$ cat src/rtl/bmwd_consts.svh
/*
  Offsets, field positions, reset values and codes for the bridge memory-window decoder.
  Assumes it is included by its bare name after the package; it holds definitions only.
*/
`ifndef BMWD_CONSTS_SVH
`define BMWD_CONSTS_SVH

// Printed byte offsets; the 16-bit registers share 32-bit configuration dwords
`define BMWD_OFF_MMIO_BASE 8'h20
`define BMWD_OFF_MMIO_LIMIT 8'h22
`define BMWD_OFF_PREF_BASE 8'h24
`define BMWD_OFF_PREF_LIMIT 8'h26
`define BMWD_OFF_PREF_BASE_UPPER 8'h28
`define BMWD_OFF_PREF_LIMIT_UPPER 8'h2C

// Address field of each 16-bit window register
`define BMWD_ADDR_FIELD_MSB 15
`define BMWD_ADDR_FIELD_LSB 4
`define BMWD_ADDR_FIELD_W 12

// Host address slice that the windows compare against
`define BMWD_WIN_ADDR_MSB 31
`define BMWD_WIN_ADDR_LSB 20

// Implied low address bits of base and limit
`define BMWD_BASE_LOW_FILL 20'h00000
`define BMWD_LIMIT_LOW_FILL 20'hFFFFF

// Prefetchable width codes
`define BMWD_WIDTH_CODE_32 4'h0
`define BMWD_WIDTH_CODE_64 4'h1
`define BMWD_WIDTH_CODE_RESET 4'h1

// Reset values of the writable fields
`define BMWD_ADDR_FIELD_RESET 12'h000
`define BMWD_UPPER_RESET 32'h0000_0000

`endif

$ cat src/rtl/bmwd_pkg.sv
/*
  Types of the bridge memory-window decoder: configuration access, host request, claim.
  Assumes nothing of its surroundings; numbers live in bmwd_consts.svh.
*/
package bmwd_pkg;

  // One configuration dword access, byte address with byte enables
  typedef struct packed {
    logic rd;
    logic wr;
    logic [7:0] addr;
    logic [3:0] be;
    logic [31:0] wdata;
  } bmwd_cfg_req_type;

  // One host memory access presented for decoding
  typedef struct packed {
    logic valid;
    logic [63:0] addr;
  } bmwd_mem_req_type;

  // Decode result toward the PCI Express port
  typedef struct packed {
    logic valid;
    logic mmio_hit;
    logic pref_hit;
    logic [63:0] addr;
  } bmwd_fwd_type;

endpackage

$ cat src/rtl/bmwd_mmio_cmp.sv
/*
  Non-prefetchable window compare: 32-bit window on 1 MB granules, combinational.
  Assumes base and limit come from the register file on the same clock.
*/
`include "bmwd_consts.svh"

module bmwd_mmio_cmp (
  input wire logic [11:0] base,
  input wire logic [11:0] limit,
  input wire logic [63:0] addr,
  output logic hit
);

  logic [31:0] lo_bound;
  logic [31:0] hi_bound;

  assign lo_bound = {base, `BMWD_BASE_LOW_FILL};
  assign hi_bound = {limit, `BMWD_LIMIT_LOW_FILL};

  assign hit = (addr[63:32] == 32'h0000_0000) && (addr[31:0] >= lo_bound) &&
               (addr[31:0] <= hi_bound);

endmodule

$ cat src/rtl/bmwd_pref_cmp.sv
/*
  Prefetchable window compare over a 64-bit address, combinational.
  Assumes upper halves are already forced to zero when only 32-bit addressing is offered.
*/
`include "bmwd_consts.svh"

module bmwd_pref_cmp (
  input wire logic [11:0] base,
  input wire logic [11:0] limit,
  input wire logic [31:0] base_upper,
  input wire logic [31:0] limit_upper,
  input wire logic [63:0] addr,
  output logic hit
);

  logic [63:0] lo_bound;
  logic [63:0] hi_bound;

  assign lo_bound = {base_upper, base, `BMWD_BASE_LOW_FILL};
  assign hi_bound = {limit_upper, limit, `BMWD_LIMIT_LOW_FILL};

  assign hit = (addr >= lo_bound) && (addr <= hi_bound);

endmodule

$ cat src/rtl/bmwd_top.sv
/*
  Memory-window decoder of a virtual PCI-to-PCI bridge: window registers on a
  configuration dword port, and the claim decision for host memory accesses.
  Assumes the configuration port and host request come from logic on core_clk,
  one access per cycle, and that reset is synchronous and active high.
*/
// Contract
// - Non-prefetchable base is 12 bits at 15:4, matched to A[31:20]; 3:0 read zero.
// - Non-prefetchable base has its low 20 address bits taken as zero.
// - Non-prefetchable limit is 12 bits at 15:4, low 20 bits taken as ones.
// - Accesses inside the inclusive non-prefetchable window go to the port.
// - Non-prefetchable limit bits 3:0 read zero, writes ignored.
// - Forward when prefetchable base <= A[31:20] <= prefetchable limit.
// - Prefetchable base is 12 bits at 15:4, low 20 bits zero.
// - Prefetchable limit is 12 bits at 15:4, low 20 bits ones.
// - Prefetchable base bits 3:0 are a read-only width code, reset 1h.
// - Prefetchable limit bits 3:0 are the same read-only width code, reset 1h.
// - Both width codes always read identical.
// - With 64-bit code, upper registers extend both bounds to 64 bits.
// - Overlaps are neither detected nor prevented; routing then unspecified.
// - All base and limit address fields reset to zero.
// - Upper registers read zero for 32-bit code, read/write for 64-bit.
// - Upper registers supply A[63:32] of the bounds and reset to zero.
`include "bmwd_consts.svh"

module bmwd_top (
  input wire logic core_clk,
  input wire logic reset,
  input wire bmwd_pkg::bmwd_cfg_req_type cfg_req,
  output logic [31:0] cfg_rdata,
  output logic cfg_ack,
  input wire bmwd_pkg::bmwd_mem_req_type mem_req,
  output bmwd_pkg::bmwd_fwd_type fwd
);

  localparam logic [3:0] WIDTH_CODE = `BMWD_WIDTH_CODE_RESET;
  localparam logic IS_64 = (WIDTH_CODE == `BMWD_WIDTH_CODE_64);

  logic [11:0] mmio_base_ff;
  logic [11:0] mmio_limit_ff;
  logic [11:0] pref_base_ff;
  logic [11:0] pref_limit_ff;
  logic [31:0] pref_base_upper_ff;
  logic [31:0] pref_limit_upper_ff;
  logic [31:0] cfg_rdata_ff;
  logic cfg_ack_ff;
  bmwd_pkg::bmwd_fwd_type fwd_ff;

  logic [31:0] nxt_rdata;
  logic [31:0] base_upper_eff;
  logic [31:0] limit_upper_eff;
  logic mmio_hit;
  logic pref_hit;
  logic wr_mmio;
  logic wr_pref;
  logic wr_bu;
  logic wr_lu;

  // Dword that holds a printed byte offset
  function automatic logic dword_is(input logic [7:0] addr, input logic [7:0] off);
    dword_is = (addr[7:2] == off[7:2]);
  endfunction

  // Writable address field of a 16-bit register from its two byte lanes
  function automatic logic [11:0] field_wr(input logic [11:0] old,
                                           input logic [1:0] be,
                                           input logic [15:0] data);
    logic [11:0] res;
    res = old;
    if (be[0]) begin
      res[3:0] = data[7:4];
    end
    if (be[1]) begin
      res[11:4] = data[15:8];
    end
    field_wr = res;
  endfunction

  // Byte-lane merge of a full 32-bit register
  function automatic logic [31:0] word_wr(input logic [31:0] old,
                                          input logic [3:0] be,
                                          input logic [31:0] data);
    logic [31:0] res;
    res = old;
    for (int i = 0; i < 4; i++) begin
      if (be[i]) begin
        res[i*8 +: 8] = data[i*8 +: 8];
      end
    end
    word_wr = res;
  endfunction

  assign wr_mmio = cfg_req.wr && dword_is(cfg_req.addr, `BMWD_OFF_MMIO_BASE);
  assign wr_pref = cfg_req.wr && dword_is(cfg_req.addr, `BMWD_OFF_PREF_BASE);
  assign wr_bu = cfg_req.wr && dword_is(cfg_req.addr, `BMWD_OFF_PREF_BASE_UPPER);
  assign wr_lu = cfg_req.wr && dword_is(cfg_req.addr, `BMWD_OFF_PREF_LIMIT_UPPER);

  // base field writable, low nibble not stored
  always_ff @(posedge core_clk) begin
    if (reset) begin
      mmio_base_ff <= `BMWD_ADDR_FIELD_RESET;
    end else if (wr_mmio) begin
      mmio_base_ff <= field_wr(mmio_base_ff, cfg_req.be[1:0], cfg_req.wdata[15:0]);
    end
  end

  // limit low nibble has no storage, so writes there are lost
  always_ff @(posedge core_clk) begin
    if (reset) begin
      mmio_limit_ff <= `BMWD_ADDR_FIELD_RESET;
    end else if (wr_mmio) begin
      mmio_limit_ff <= field_wr(mmio_limit_ff, cfg_req.be[3:2], cfg_req.wdata[31:16]);
    end
  end

  always_ff @(posedge core_clk) begin
    if (reset) begin
      pref_base_ff <= `BMWD_ADDR_FIELD_RESET;
      pref_limit_ff <= `BMWD_ADDR_FIELD_RESET;
    end else if (wr_pref) begin
      pref_base_ff <= field_wr(pref_base_ff, cfg_req.be[1:0], cfg_req.wdata[15:0]);
      pref_limit_ff <= field_wr(pref_limit_ff, cfg_req.be[3:2], cfg_req.wdata[31:16]);
    end
  end

  // writable only when 64-bit addressing is offered
  always_ff @(posedge core_clk) begin
    if (reset) begin
      pref_base_upper_ff <= `BMWD_UPPER_RESET;
      pref_limit_upper_ff <= `BMWD_UPPER_RESET;
    end else begin
      if (wr_bu && IS_64) begin
        pref_base_upper_ff <= word_wr(pref_base_upper_ff, cfg_req.be, cfg_req.wdata);
      end
      if (wr_lu && IS_64) begin
        pref_limit_upper_ff <= word_wr(pref_limit_upper_ff, cfg_req.be, cfg_req.wdata);
      end
    end
  end

  // 32-bit code hides the upper halves from decode and reads
  assign base_upper_eff = IS_64 ? pref_base_upper_ff : `BMWD_UPPER_RESET;
  assign limit_upper_eff = IS_64 ? pref_limit_upper_ff : `BMWD_UPPER_RESET;

  // Read mux; offsets outside the window set read zero
  always_comb begin
    nxt_rdata = 32'h0000_0000;
    if (dword_is(cfg_req.addr, `BMWD_OFF_MMIO_BASE)) begin
      nxt_rdata = {mmio_limit_ff, 4'h0, mmio_base_ff, 4'h0};
    end else if (dword_is(cfg_req.addr, `BMWD_OFF_PREF_BASE)) begin
      nxt_rdata = {pref_limit_ff, WIDTH_CODE, pref_base_ff, WIDTH_CODE};
    end else if (dword_is(cfg_req.addr, `BMWD_OFF_PREF_BASE_UPPER)) begin
      nxt_rdata = base_upper_eff;
    end else if (dword_is(cfg_req.addr, `BMWD_OFF_PREF_LIMIT_UPPER)) begin
      nxt_rdata = limit_upper_eff;
    end
  end

  // Read data and ack one cycle after the request
  always_ff @(posedge core_clk) begin
    if (reset) begin
      cfg_rdata_ff <= 32'h0000_0000;
    end else if (cfg_req.rd) begin
      cfg_rdata_ff <= nxt_rdata;
    end
  end

  always_ff @(posedge core_clk) begin
    if (reset) begin
      cfg_ack_ff <= 1'b0;
    end else begin
      cfg_ack_ff <= cfg_req.rd || cfg_req.wr;
    end
  end

  assign cfg_rdata = cfg_rdata_ff;
  assign cfg_ack = cfg_ack_ff;

  bmwd_mmio_cmp u_mmio_cmp (
    .base(mmio_base_ff),
    .limit(mmio_limit_ff),
    .addr(mem_req.addr),
    .hit(mmio_hit)
  );

  bmwd_pref_cmp u_pref_cmp (
    .base(pref_base_ff),
    .limit(pref_limit_ff),
    .base_upper(base_upper_eff),
    .limit_upper(limit_upper_eff),
    .addr(mem_req.addr),
    .hit(pref_hit)
  );

  // both hits are reported as seen, with no overlap check
  // software keeps windows apart, so a double hit is its fault
  always_ff @(posedge core_clk) begin
    if (reset) begin
      fwd_ff <= '0;
    end else begin
      fwd_ff.valid <= mem_req.valid && (mmio_hit || pref_hit);
      fwd_ff.mmio_hit <= mem_req.valid && mmio_hit;
      fwd_ff.pref_hit <= mem_req.valid && pref_hit;
      fwd_ff.addr <= mem_req.addr;
    end
  end

  assign fwd = fwd_ff;
endmodule

$ cat config.mk
export PLATFORM = sky130hd
export DESIGN_NAME = bmwd_top
export DESIGN_NICKNAME = d
export VERILOG_FILES = /design/src/rtl/bmwd_pkg.sv /design/src/rtl/bmwd_mmio_cmp.sv /design/src/rtl/bmwd_pref_cmp.sv /design/src/rtl/bmwd_top.sv
export VERILOG_INCLUDE_DIRS = /design/src /design/src/rtl
export SDC_FILE = /design/constraint.sdc
export NUM_CORES = 1
export LEC_CHECK = 0
export BUFFER_PORTS_ARGS = -buffer_cell sky130_fd_sc_hd__buf_2
export CAP_MARGIN = 20
export CORE_MARGIN = 1
export CORE_UTILIZATION = 50
export CTS_CLUSTER_DIAMETER = 120
export DETAILED_ROUTE_END_ITERATION = 16
export PLACE_DENSITY = 0.73
export SETUP_SLACK_MARGIN = 0.1
export SLEW_MARGIN = 0
export SYNTH_ARGS = -nofsm -noshare
export SYNTH_HDL_FRONTEND = slang
export SYNTH_HIERARCHICAL = 1
export SYNTH_SLANG_ARGS = --single-unit
$ cat constraint.sdc
create_clock -name core_clk -period 3.35 [get_ports core_clk]
set_input_delay 0.1675 -clock core_clk [delete_from_list [all_inputs] [get_ports core_clk]]
set_output_delay 0.1675 -clock core_clk [all_outputs]
set_load 0.005 [all_outputs]
# Word-level counts from Yosys, hierarchy flattened
# Index checks and enable logic that the tools add are counted.
[op_classes] n_div=0 n_mul=0 mux=4 order_cmp=4 reduce_logical=29 n_eq_ne=4 shift=0 bitwise_logic=0 add_sub_neg=0
[op_table] op="32-bit two-way mux" count=4
[op_table] op="64-bit >= comparator" count=1
[op_table] op="64-bit <= comparator" count=1
[op_table] op="32-bit >= comparator" count=1
[op_table] op="32-bit <= comparator" count=1
[op_table] op="32-bit zero test" count=1
[op_table] op="2-bit AND reduction" count=16
[op_table] op="6-bit by 4-bit equality test with 1-bit output, second input constant" count=4
[op_table] op="1-bit logical AND" count=10
[op_table] op="1-bit logical OR" count=2
[word_totals] latch_bits=0 ramBits=0 register_bits=212 mem_bits_ro=0 inputBits=113 elab_cells=63 out_inout_bits=100 n_memories=0

# Logic depth before layout (Yosys ltp)
# Gate-level depths: netlist of the first run.
[logic_depth] word_depth=5 ltp_mapped=10 mapped_depth_nobuf=10

# Cells and area by module
# Netlist of the first run, hierarchy kept.
[modules_own_cells] mod="bmwd_top" instances=1 seq_area_each_um2=4244.1 cells_each=847 area_per_inst_um2=8335.5
[modules_own_cells] mod="bmwd_pref_cmp" instances=1 seq_area_each_um2=0.0 cells_each=326 area_per_inst_um2=2312.2
[modules_own_cells] mod="bmwd_mmio_cmp" instances=1 seq_area_each_um2=0.0 cells_each=106 area_per_inst_um2=748.2

# Worst setup path before layout of the first run
# No wires, ideal clock.
[synth_path] path_type="reg2reg" from="reg mmio_base_ff[3]" to="reg fwd_ff, in the netlist fwd[66]" path_buffers=0 synth_period_minus_slack_ps=2372 arrival_time_ps=2316 stages_incl_launch_ff=10 setup_time_ps=56 setup_slack_ps=978 required_ps=3294 path_cell_list="dfxtp_1 -> inv_1 -> ha_1 -> or4b_1 -> nor4_1 -> a31oi_1 -> a211o_1 -> a2111oi_2 -> and3b_1 -> or2_2"
[synth_between] elab_chain_len=5
[synth_lines] item="from (decl)" line_no="bmwd_top.sv:39" rtl="logic [11:0] mmio_base_ff;"
[synth_lines] item="from (signal assigned)" line_no="bmwd_top.sv:101" rtl="mmio_base_ff <= `BMWD_ADDR_FIELD_RESET;"
[synth_lines] item="from (signal assigned)" line_no="bmwd_top.sv:103" rtl="mmio_base_ff <= field_wr(mmio_base_ff, cfg_req.be[1:0], cfg_req.wdata[15:0]);"
[synth_lines] item="32-bit >= comparator" line_no="bmwd_mmio_cmp.sv:20" rtl="assign hit = (addr[63:32] == 32'h0000_0000) && (addr[31:0] >= lo_bound) &&"
[synth_lines] item="1-bit logical AND (2 in a row)" line_no="bmwd_mmio_cmp.sv:20"
[synth_lines] item="via mmio_hit" line_no="bmwd_top.sv:52" rtl="logic mmio_hit;"
[synth_lines] item="1-bit logical OR" line_no="bmwd_top.sv:201" rtl="fwd_ff.valid <= mem_req.valid && (mmio_hit || pref_hit);"
[synth_lines] item="1-bit logical AND" line_no="bmwd_top.sv:201"
[synth_lines] item="to (decl)" line_no="bmwd_top.sv:47" rtl="bmwd_pkg::bmwd_fwd_type fwd_ff;"
# The timed path passes the listed nets, and every way through them passes these cells.
# A chain may end at the register's enable or synchronous reset.

# Worst setup path after layout of the first run
# Same ends and word-level chain as after synthesis.

==> results by group, run 1 <==
GRT
  – Number of global-route vias before repair: 10630
  – Total grt overflow: 0
  – GRT Util Overall: between 30% and 40%
  – First-pass GRT wire length: 56.30 mm
  – Largest net degree at the start of global routing: around 110
  – Initial antenna violation count: 1

Setup path
  – CP Max Fanout: 3
  – Data arrival, critical path: 3.21 ns
  – Worst path required time: 3.83 ns
  – Crit. End Element: flip-flop
  – Kind of critical path: flip-flop to flip-flop
  – Startpoint types: flip-flop

Job
  – MaxCap Viol Count: 0

Status
  – Run status: complete, no violations

Pwr
  – Net Sw Frac: 24.85%
  – Net Sw Power: 1506 uW
  – PD cells: approximately 420 mW/mm2
  – Internal: 4554 uW
  – Part of the power in the clock network: 45.6%
  – Reg power frac: 42.6%
  – VDD IR max: 0.0004495 V
  – Combinational share of power: a little under an eighth
  – Leak pwr: approximately 0.006 uW

Floorplanning
  – Chip width: 153.0 um
  – Core region area: about 0.022 mm2
  – # rows: 54
  – Starting Density: around half
  – Full die area: 0.02340 mm2
  – Io pins: 213
  – Die height: between 150 and 200 um

Logic synthesis
  – Top cells by area, synth: dfxtp_1, ha_1, mux2i_1
  – Register area share after synthesis: 37.24%
  – Compound-Gate Fraction of Synth Area: 12.56%
  – Synth Area in Adders: 12.30%
  – Yosys warns: 6
  – Net Count, Synth: 1504
  – Largest family of logic cells by synthesized area: simple AND/OR/NAND/NOR gates
  – Post-synthesis xor/xnor area fraction: 0%
  – Async set or reset register ratio after synthesis: 0%
  – Syn avg cell area: 8.910 um2
  – Leading area contributor after synthesis: dfxtp_1
  – Number of synthesized flops with an enable pin: 0
  – Commonest cells in the netlist: dfxtp_1, nand2b_1, inv_1
  – Top-count cell post-synth: dfxtp_1
  – Cell Area, Synth: 0.01140 mm2
  – Seq cells post-synth: 212
  – Synthesized instance count: 1279
  – Share of the synthesized area in the top cell type: 37.24%
  – Post-synthesis mux area share: 8.520%
  – Simple-Gate Fraction of Synth Area: between 20 and 25%
  – Yosys cell types: 54
  – Ys flop type: dfxtp_1

STA
  – Final period util: 81.41%
  – Final setup vio count: 0
  – Final number of max-transition violations: 0
  – Hold Vio Cnt, Final: 0
  – Slew @ Worst Pin: 0.8822 ns
  – WHS: 0.03419 ns
  – Clock Skew: 0.02393 ns
  – Slew margin rel.: 41.19%
  – Minimum clock period: ~2.7 ns
  – RSZ-0062 raised after global routing: no
  – Fin Setup TNS: 0 ns
  – F_max: 366.7 MHz

CTS
  – Sink Count: roughly 210
  – Cts bufs inserted: 24
  – Clock Path Buffers: 3
  – CTS clk-pin slew, worst paths: roughly 0.060 ns
  – CTS tree: yes
  – Clk Latency, worst-skew pair: ~0.53 ns
  – PostCTS Resize Cnt: 0
  – CTS H-tree lvls: 1
  – Clock root buffer: clkbuf_16

Placement
  – Dpl cells: 1711
  – Detailed placement HPWL: between 20 and 25 mm
  – IO buf count: 210
  – DP Area: approximately 0.013 mm2
  – Routability cong.: 0.8739

Drt
  – Wire per inst: 19.38 um
  – Vias/cell: 5.738
  – DR iter-0 viols: 821
  – Routed vias: 10630
  – DR pass1 iterations: 7
  – Post-route ant nets: 0
  – Routed WL: 35.91 mm
  – Drc violations: 0

Final layout
  – Layout cells sized above 1: 17.80%
  – Area growth syn-to-layout: 26.97%
  – Nets: 1780
  – # fillers: ~1700
  – Ant diodes: 0
  – Fin area: 0.01447 mm2
  – Final std cells w/o fill: 1853
  – Final Util: between 60 and 70%

Min path
  – Worst min-delay path class: primary input to flip-flop
cells in the final DEF, fill, tap and decap left out, types with 3 or more instances in the layout:
master,instances
dfxtp_1,212
buf_2,209
nand2b_1,117
inv_1,115
ha_1,112
dlygate4sd3_1,98
mux2i_1,97
a21oi_1,76
nor2b_1,67
nand2_1,60
nand4_1,59
o21ai_0,53
nand3_1,32
nor3_1,28
o211ai_1,25
a21o_1,25
clkbuf_16,24
nor4_1,18
o2111ai_1,15
and2_1,14
buf_4,14
nor2_1,13
o31ai_1,12
clkinvlp_4,6
clkbuf_8,5
a221oi_1,5
and4_1,4
or3_1,4
a211oi_1,4
or4_1,4
nor3_4,3
clkbuf_1,3
bufinv_16,3
state kept, by name (all words and copies together) (netlist names):
name / flops
fwd: 67
mmio_limit_ff: 12
pref_base_ff: 12
cfg_ack: 1
cfg_rdata: 32
pref_limit_ff: 12
base_upper_eff: 32
mmio_base_ff: 12
limit_upper_eff: 32
power groups by stage:
stage	Clock [uW]	Combinational (uW)	Sequential (uW)
after floorplan	0	319	2640
after global placement	0	589	2640
after detailed placement	0	605	2640
after CTS	2790	698	2580
after global routing	2900	776	2590
final	2760	714	2580
logic make-up after synthesis:
| kind of cell | count (synthesis) |
|---|---|
| DFF | 212 |
| buffers and inverters | 188 |
| adders and majority gates | 112 |
| and+or+nand+nor | 442 |
| muxes | 97 |
| AOI/OAI and AO/OA | 228 |
critical path: stages, from the launching register on:
cell and delay [ns]:
dfxtp_1 0.36, inv_1 0.06, ha_1 0.27, or4b_1 0.43
nor4_1 0.30, a31oi_1 0.14, a211o_1 0.33, a2111oi_2 0.41
and3b_1 0.24, or2_2 0.12
timing repair:
item                       4_1_cts  5_1_grt
hold endpoints to repair       120        0
hold buffers                    98        0
setup endpoints to repair        0        0
buffers inserted                 0        0
path summary, 6_finish.rpt:
check | startpoint | endpoint | slack, ns | depth (start not counted)
setup / recovery | mmio_base_ff[3] | fwd[66] | 0.62 | 9
hold / removal | cfg_req[44] | cfg_ack | 0.03 | 3
setup reg to reg | mmio_base_ff[3] | fwd[66] | 0.62 | 9
hold reg to reg | cfg_rdata[30] | cfg_rdata[30] | 0.45 | 2
cell type report:
type,instances,area (um2),share of cell area [%]
repair buffers,323,2172,15.01
clock inverters,12,161.4,1.116
inverters,115,431.7,2.983
clock buffers,32,680.7,4.704
well taps,280,350.3,2.421
multi-input cells,879,6429,44.43
flip-flops and latches,212,4244,29.33
stage by stage:
| stage | setup WS, ns | total power [uW] |
|---|---|---|
| after CTS | 0.6746 | 6066 |
| final | 0.6229 | 6060 |
| after detailed placement | 0.6877 | 3243 |
| after global placement | 0.7860 | 3226 |
| after floorplan | 0.9782 | 2963 |
| after global routing | 0.5242 | 6264 |
metal layers:
layer	vias up	share of wire [%]	global-route usage, %
met5	-	0	0
met4	0	3.1	10.39
met3	72	6.3	4.423
met2	427	50	54.00
met1	5066	41	37.04
li1	5068	-	-
Power figures use the tool's default switching activity.
==> run 2: changes to the inputs <==
clock period = 2.6 ns   (was 3.35 ns; I/O delays follow)
==> results by group, run 2 (same netlist as run 1, synthesis figures left out) <==
CTS
  – Clock Path Buffers: 3
  – Clk Latency, worst-skew pair: between 0.5 and 0.6 ns
  – Cts bufs inserted: 24
  – CTS tree: yes
  – Sink Count: 212
  – Clock root buffer: clkbuf_16
  – CTS H-tree lvls: 1
  – CTS clk-pin slew, worst paths: 0.06 ns

Setup path
  – Data arrival, critical path: 2.89 ns
  – Kind of critical path: flip-flop to flip-flop
  – Startpoint types: flip-flop
  – Worst path required time: roughly 3.0 ns
  – Setup crit start: base_upper_eff[11]
  – CP Max Fanout: 3
  – Crit. End Element: flip-flop
  – FF-to-FF Start: base_upper_eff[11]

GRT
  – Largest net degree at the start of global routing: 110
  – Total grt overflow: 0
  – GRT Util Overall: 29.86%
  – First-pass GRT wire length: approximately 56 mm
  – Number of global-route vias before repair: 10540
  – Initial antenna violation count: 3

Min path
  – Worst min-delay path class: primary input to flip-flop
  – Hold path start: reset

Placement
  – DP Area: 0.01270 mm2
  – Dpl cells: between 1500 and 2000
  – IO buf count: 210
  – Detailed placement HPWL: 24.98 mm
  – Routability cong.: 0.8859

STA
  – WHS: between 0.04 and 0.05 ns
  – Minimum clock period: 2.467 ns
  – Final setup vio count: 0
  – RSZ-0062 raised after global routing: yes
  – Slew @ Worst Pin: 0.6994 ns
  – Hold Vio Cnt, Final: 0
  – F_max: 405.3 MHz
  – Slew margin rel.: 53.32%
  – Final number of max-transition violations: 0
  – Clock Skew: 0.02256 ns
  – Final period util: 94.90%

Drt
  – Wl on met1: 14.87 mm
  – Post-route ant nets: 0
  – Top Metal Used: met4
  – Wire per inst: 19.24 um
  – DR iter-0 viols: 905
  – Vias/cell: ~5.7
  – Routed vias: roughly 11000
  – DR WL met2: 17.09 mm
  – DR pass1 iterations: 6
  – Metal3 WL: 2.228 mm
  – Drc violations: 0
  – Routed WL: 35.84 mm

Floorplanning
  – Die height: 153.0 um
  – Chip width: 153.0 um
  – # rows: 54
  – Io pins: 213
  – Starting Density: 51.58%
  – Core region area: 0.02209 mm2
  – Full die area: 0.02340 mm2

Final layout
  – Layout cells sized above 1: 19.43%
  – Fin area: 0.01463 mm2
  – Most frequent cells in the layout: buf_2, dfxtp_1, nand2b_1, inv_1, ha_1
  – Nets: approximately 1800
  – Area growth syn-to-layout: 28.35%
  – Max FFs per register: 67
  – Final Util: 66.20%
  – Final std cells w/o fill: about 1900
  – Commonest non-fill, non-tap cell in the layout: buf_2

Pwr
  – Internal: 5900 uW
  – Reg power frac: roughly 42%
  – PD cells: 537.7 mW/mm2
  – Part of the power in the clock network: roughly 46%
  – VDD IR max: slightly above 0.0004 V
  – Net Sw Power: 1965 uW
  – Net Sw Frac: roughly 25%
  – Combinational share of power: 11.9%
  – Leak pwr: approximately 0.0061 uW

Status
  – Run status: complete, no violations

Job
  – MaxCap Viol Count: 0
run 2: worst max-delay path: stages (launching register included):
cell and delay [ns]:
dfxtp_2 0.34, inv_1 0.05, ha_1 0.30, and4_1 0.22
nor4b_2 0.18, a221oi_1 0.29, o21ai_1 0.17, a211oi_2 0.25
a21oi_2 0.08, and3b_1 0.19, or2_2 0.27
run 2: area by class of cell:
cell class	count	area, um2
clock buffer	31	686.9
clock inverter	13	162.7
antenna	3	7.507
fill	1729	7467
sequential	212	4249
timing repair buffer	330	2225
multi-input combinational	879	6514
inverter	115	431.7
tap	280	350.3
run 2: metrics by stage:
stage	TNS [ns]	worst slack, ns	power [uW]
after floorplan	0	0.2282	3818
after global placement	0	0.02636	4162
after detailed placement	-0.01046	-0.01046	4178
after CTS	0	0.1018	7855
after global routing	0	0.08723	8098
final	0	0.1326	7865
run 2: repair_timing:
item | in CTS | in global routing
hold endpoints to repair | 159 | 0
setup buffers | 0 | 0
hold buffers | 98 | 0
pin swaps | 6 | 12
endpoints found under the setup margin | 2 | 3
gates resized for setup | 7 | 12
run 2: metal layers:
metal	track usage, %	vias up
li1	-	5094
met1	36.97	5044
met2	50.94	460
met3	4.536	106
met4	14.05	0
met5	0	-
run 2: final timing paths:
path / to / slack [ns] / cells after the start
setup reg to reg: fwd[66] / 0.13 / 10
setup / recovery: fwd[66] / 0.13 / 10
hold reg to reg: cfg_rdata[19] / 0.46 / 2
hold / removal: fwd[0] / 0.04 / 2
run 2: power by group through the flow:
stage	Sequential (uW)	Combinational (uW)	Clock [uW]
final	3330	937	3600
after global routing	3330	1010	3750
after CTS	3330	904	3620
after detailed placement	3400	780	0
after global placement	3400	765	0
after floorplan	3410	410	0
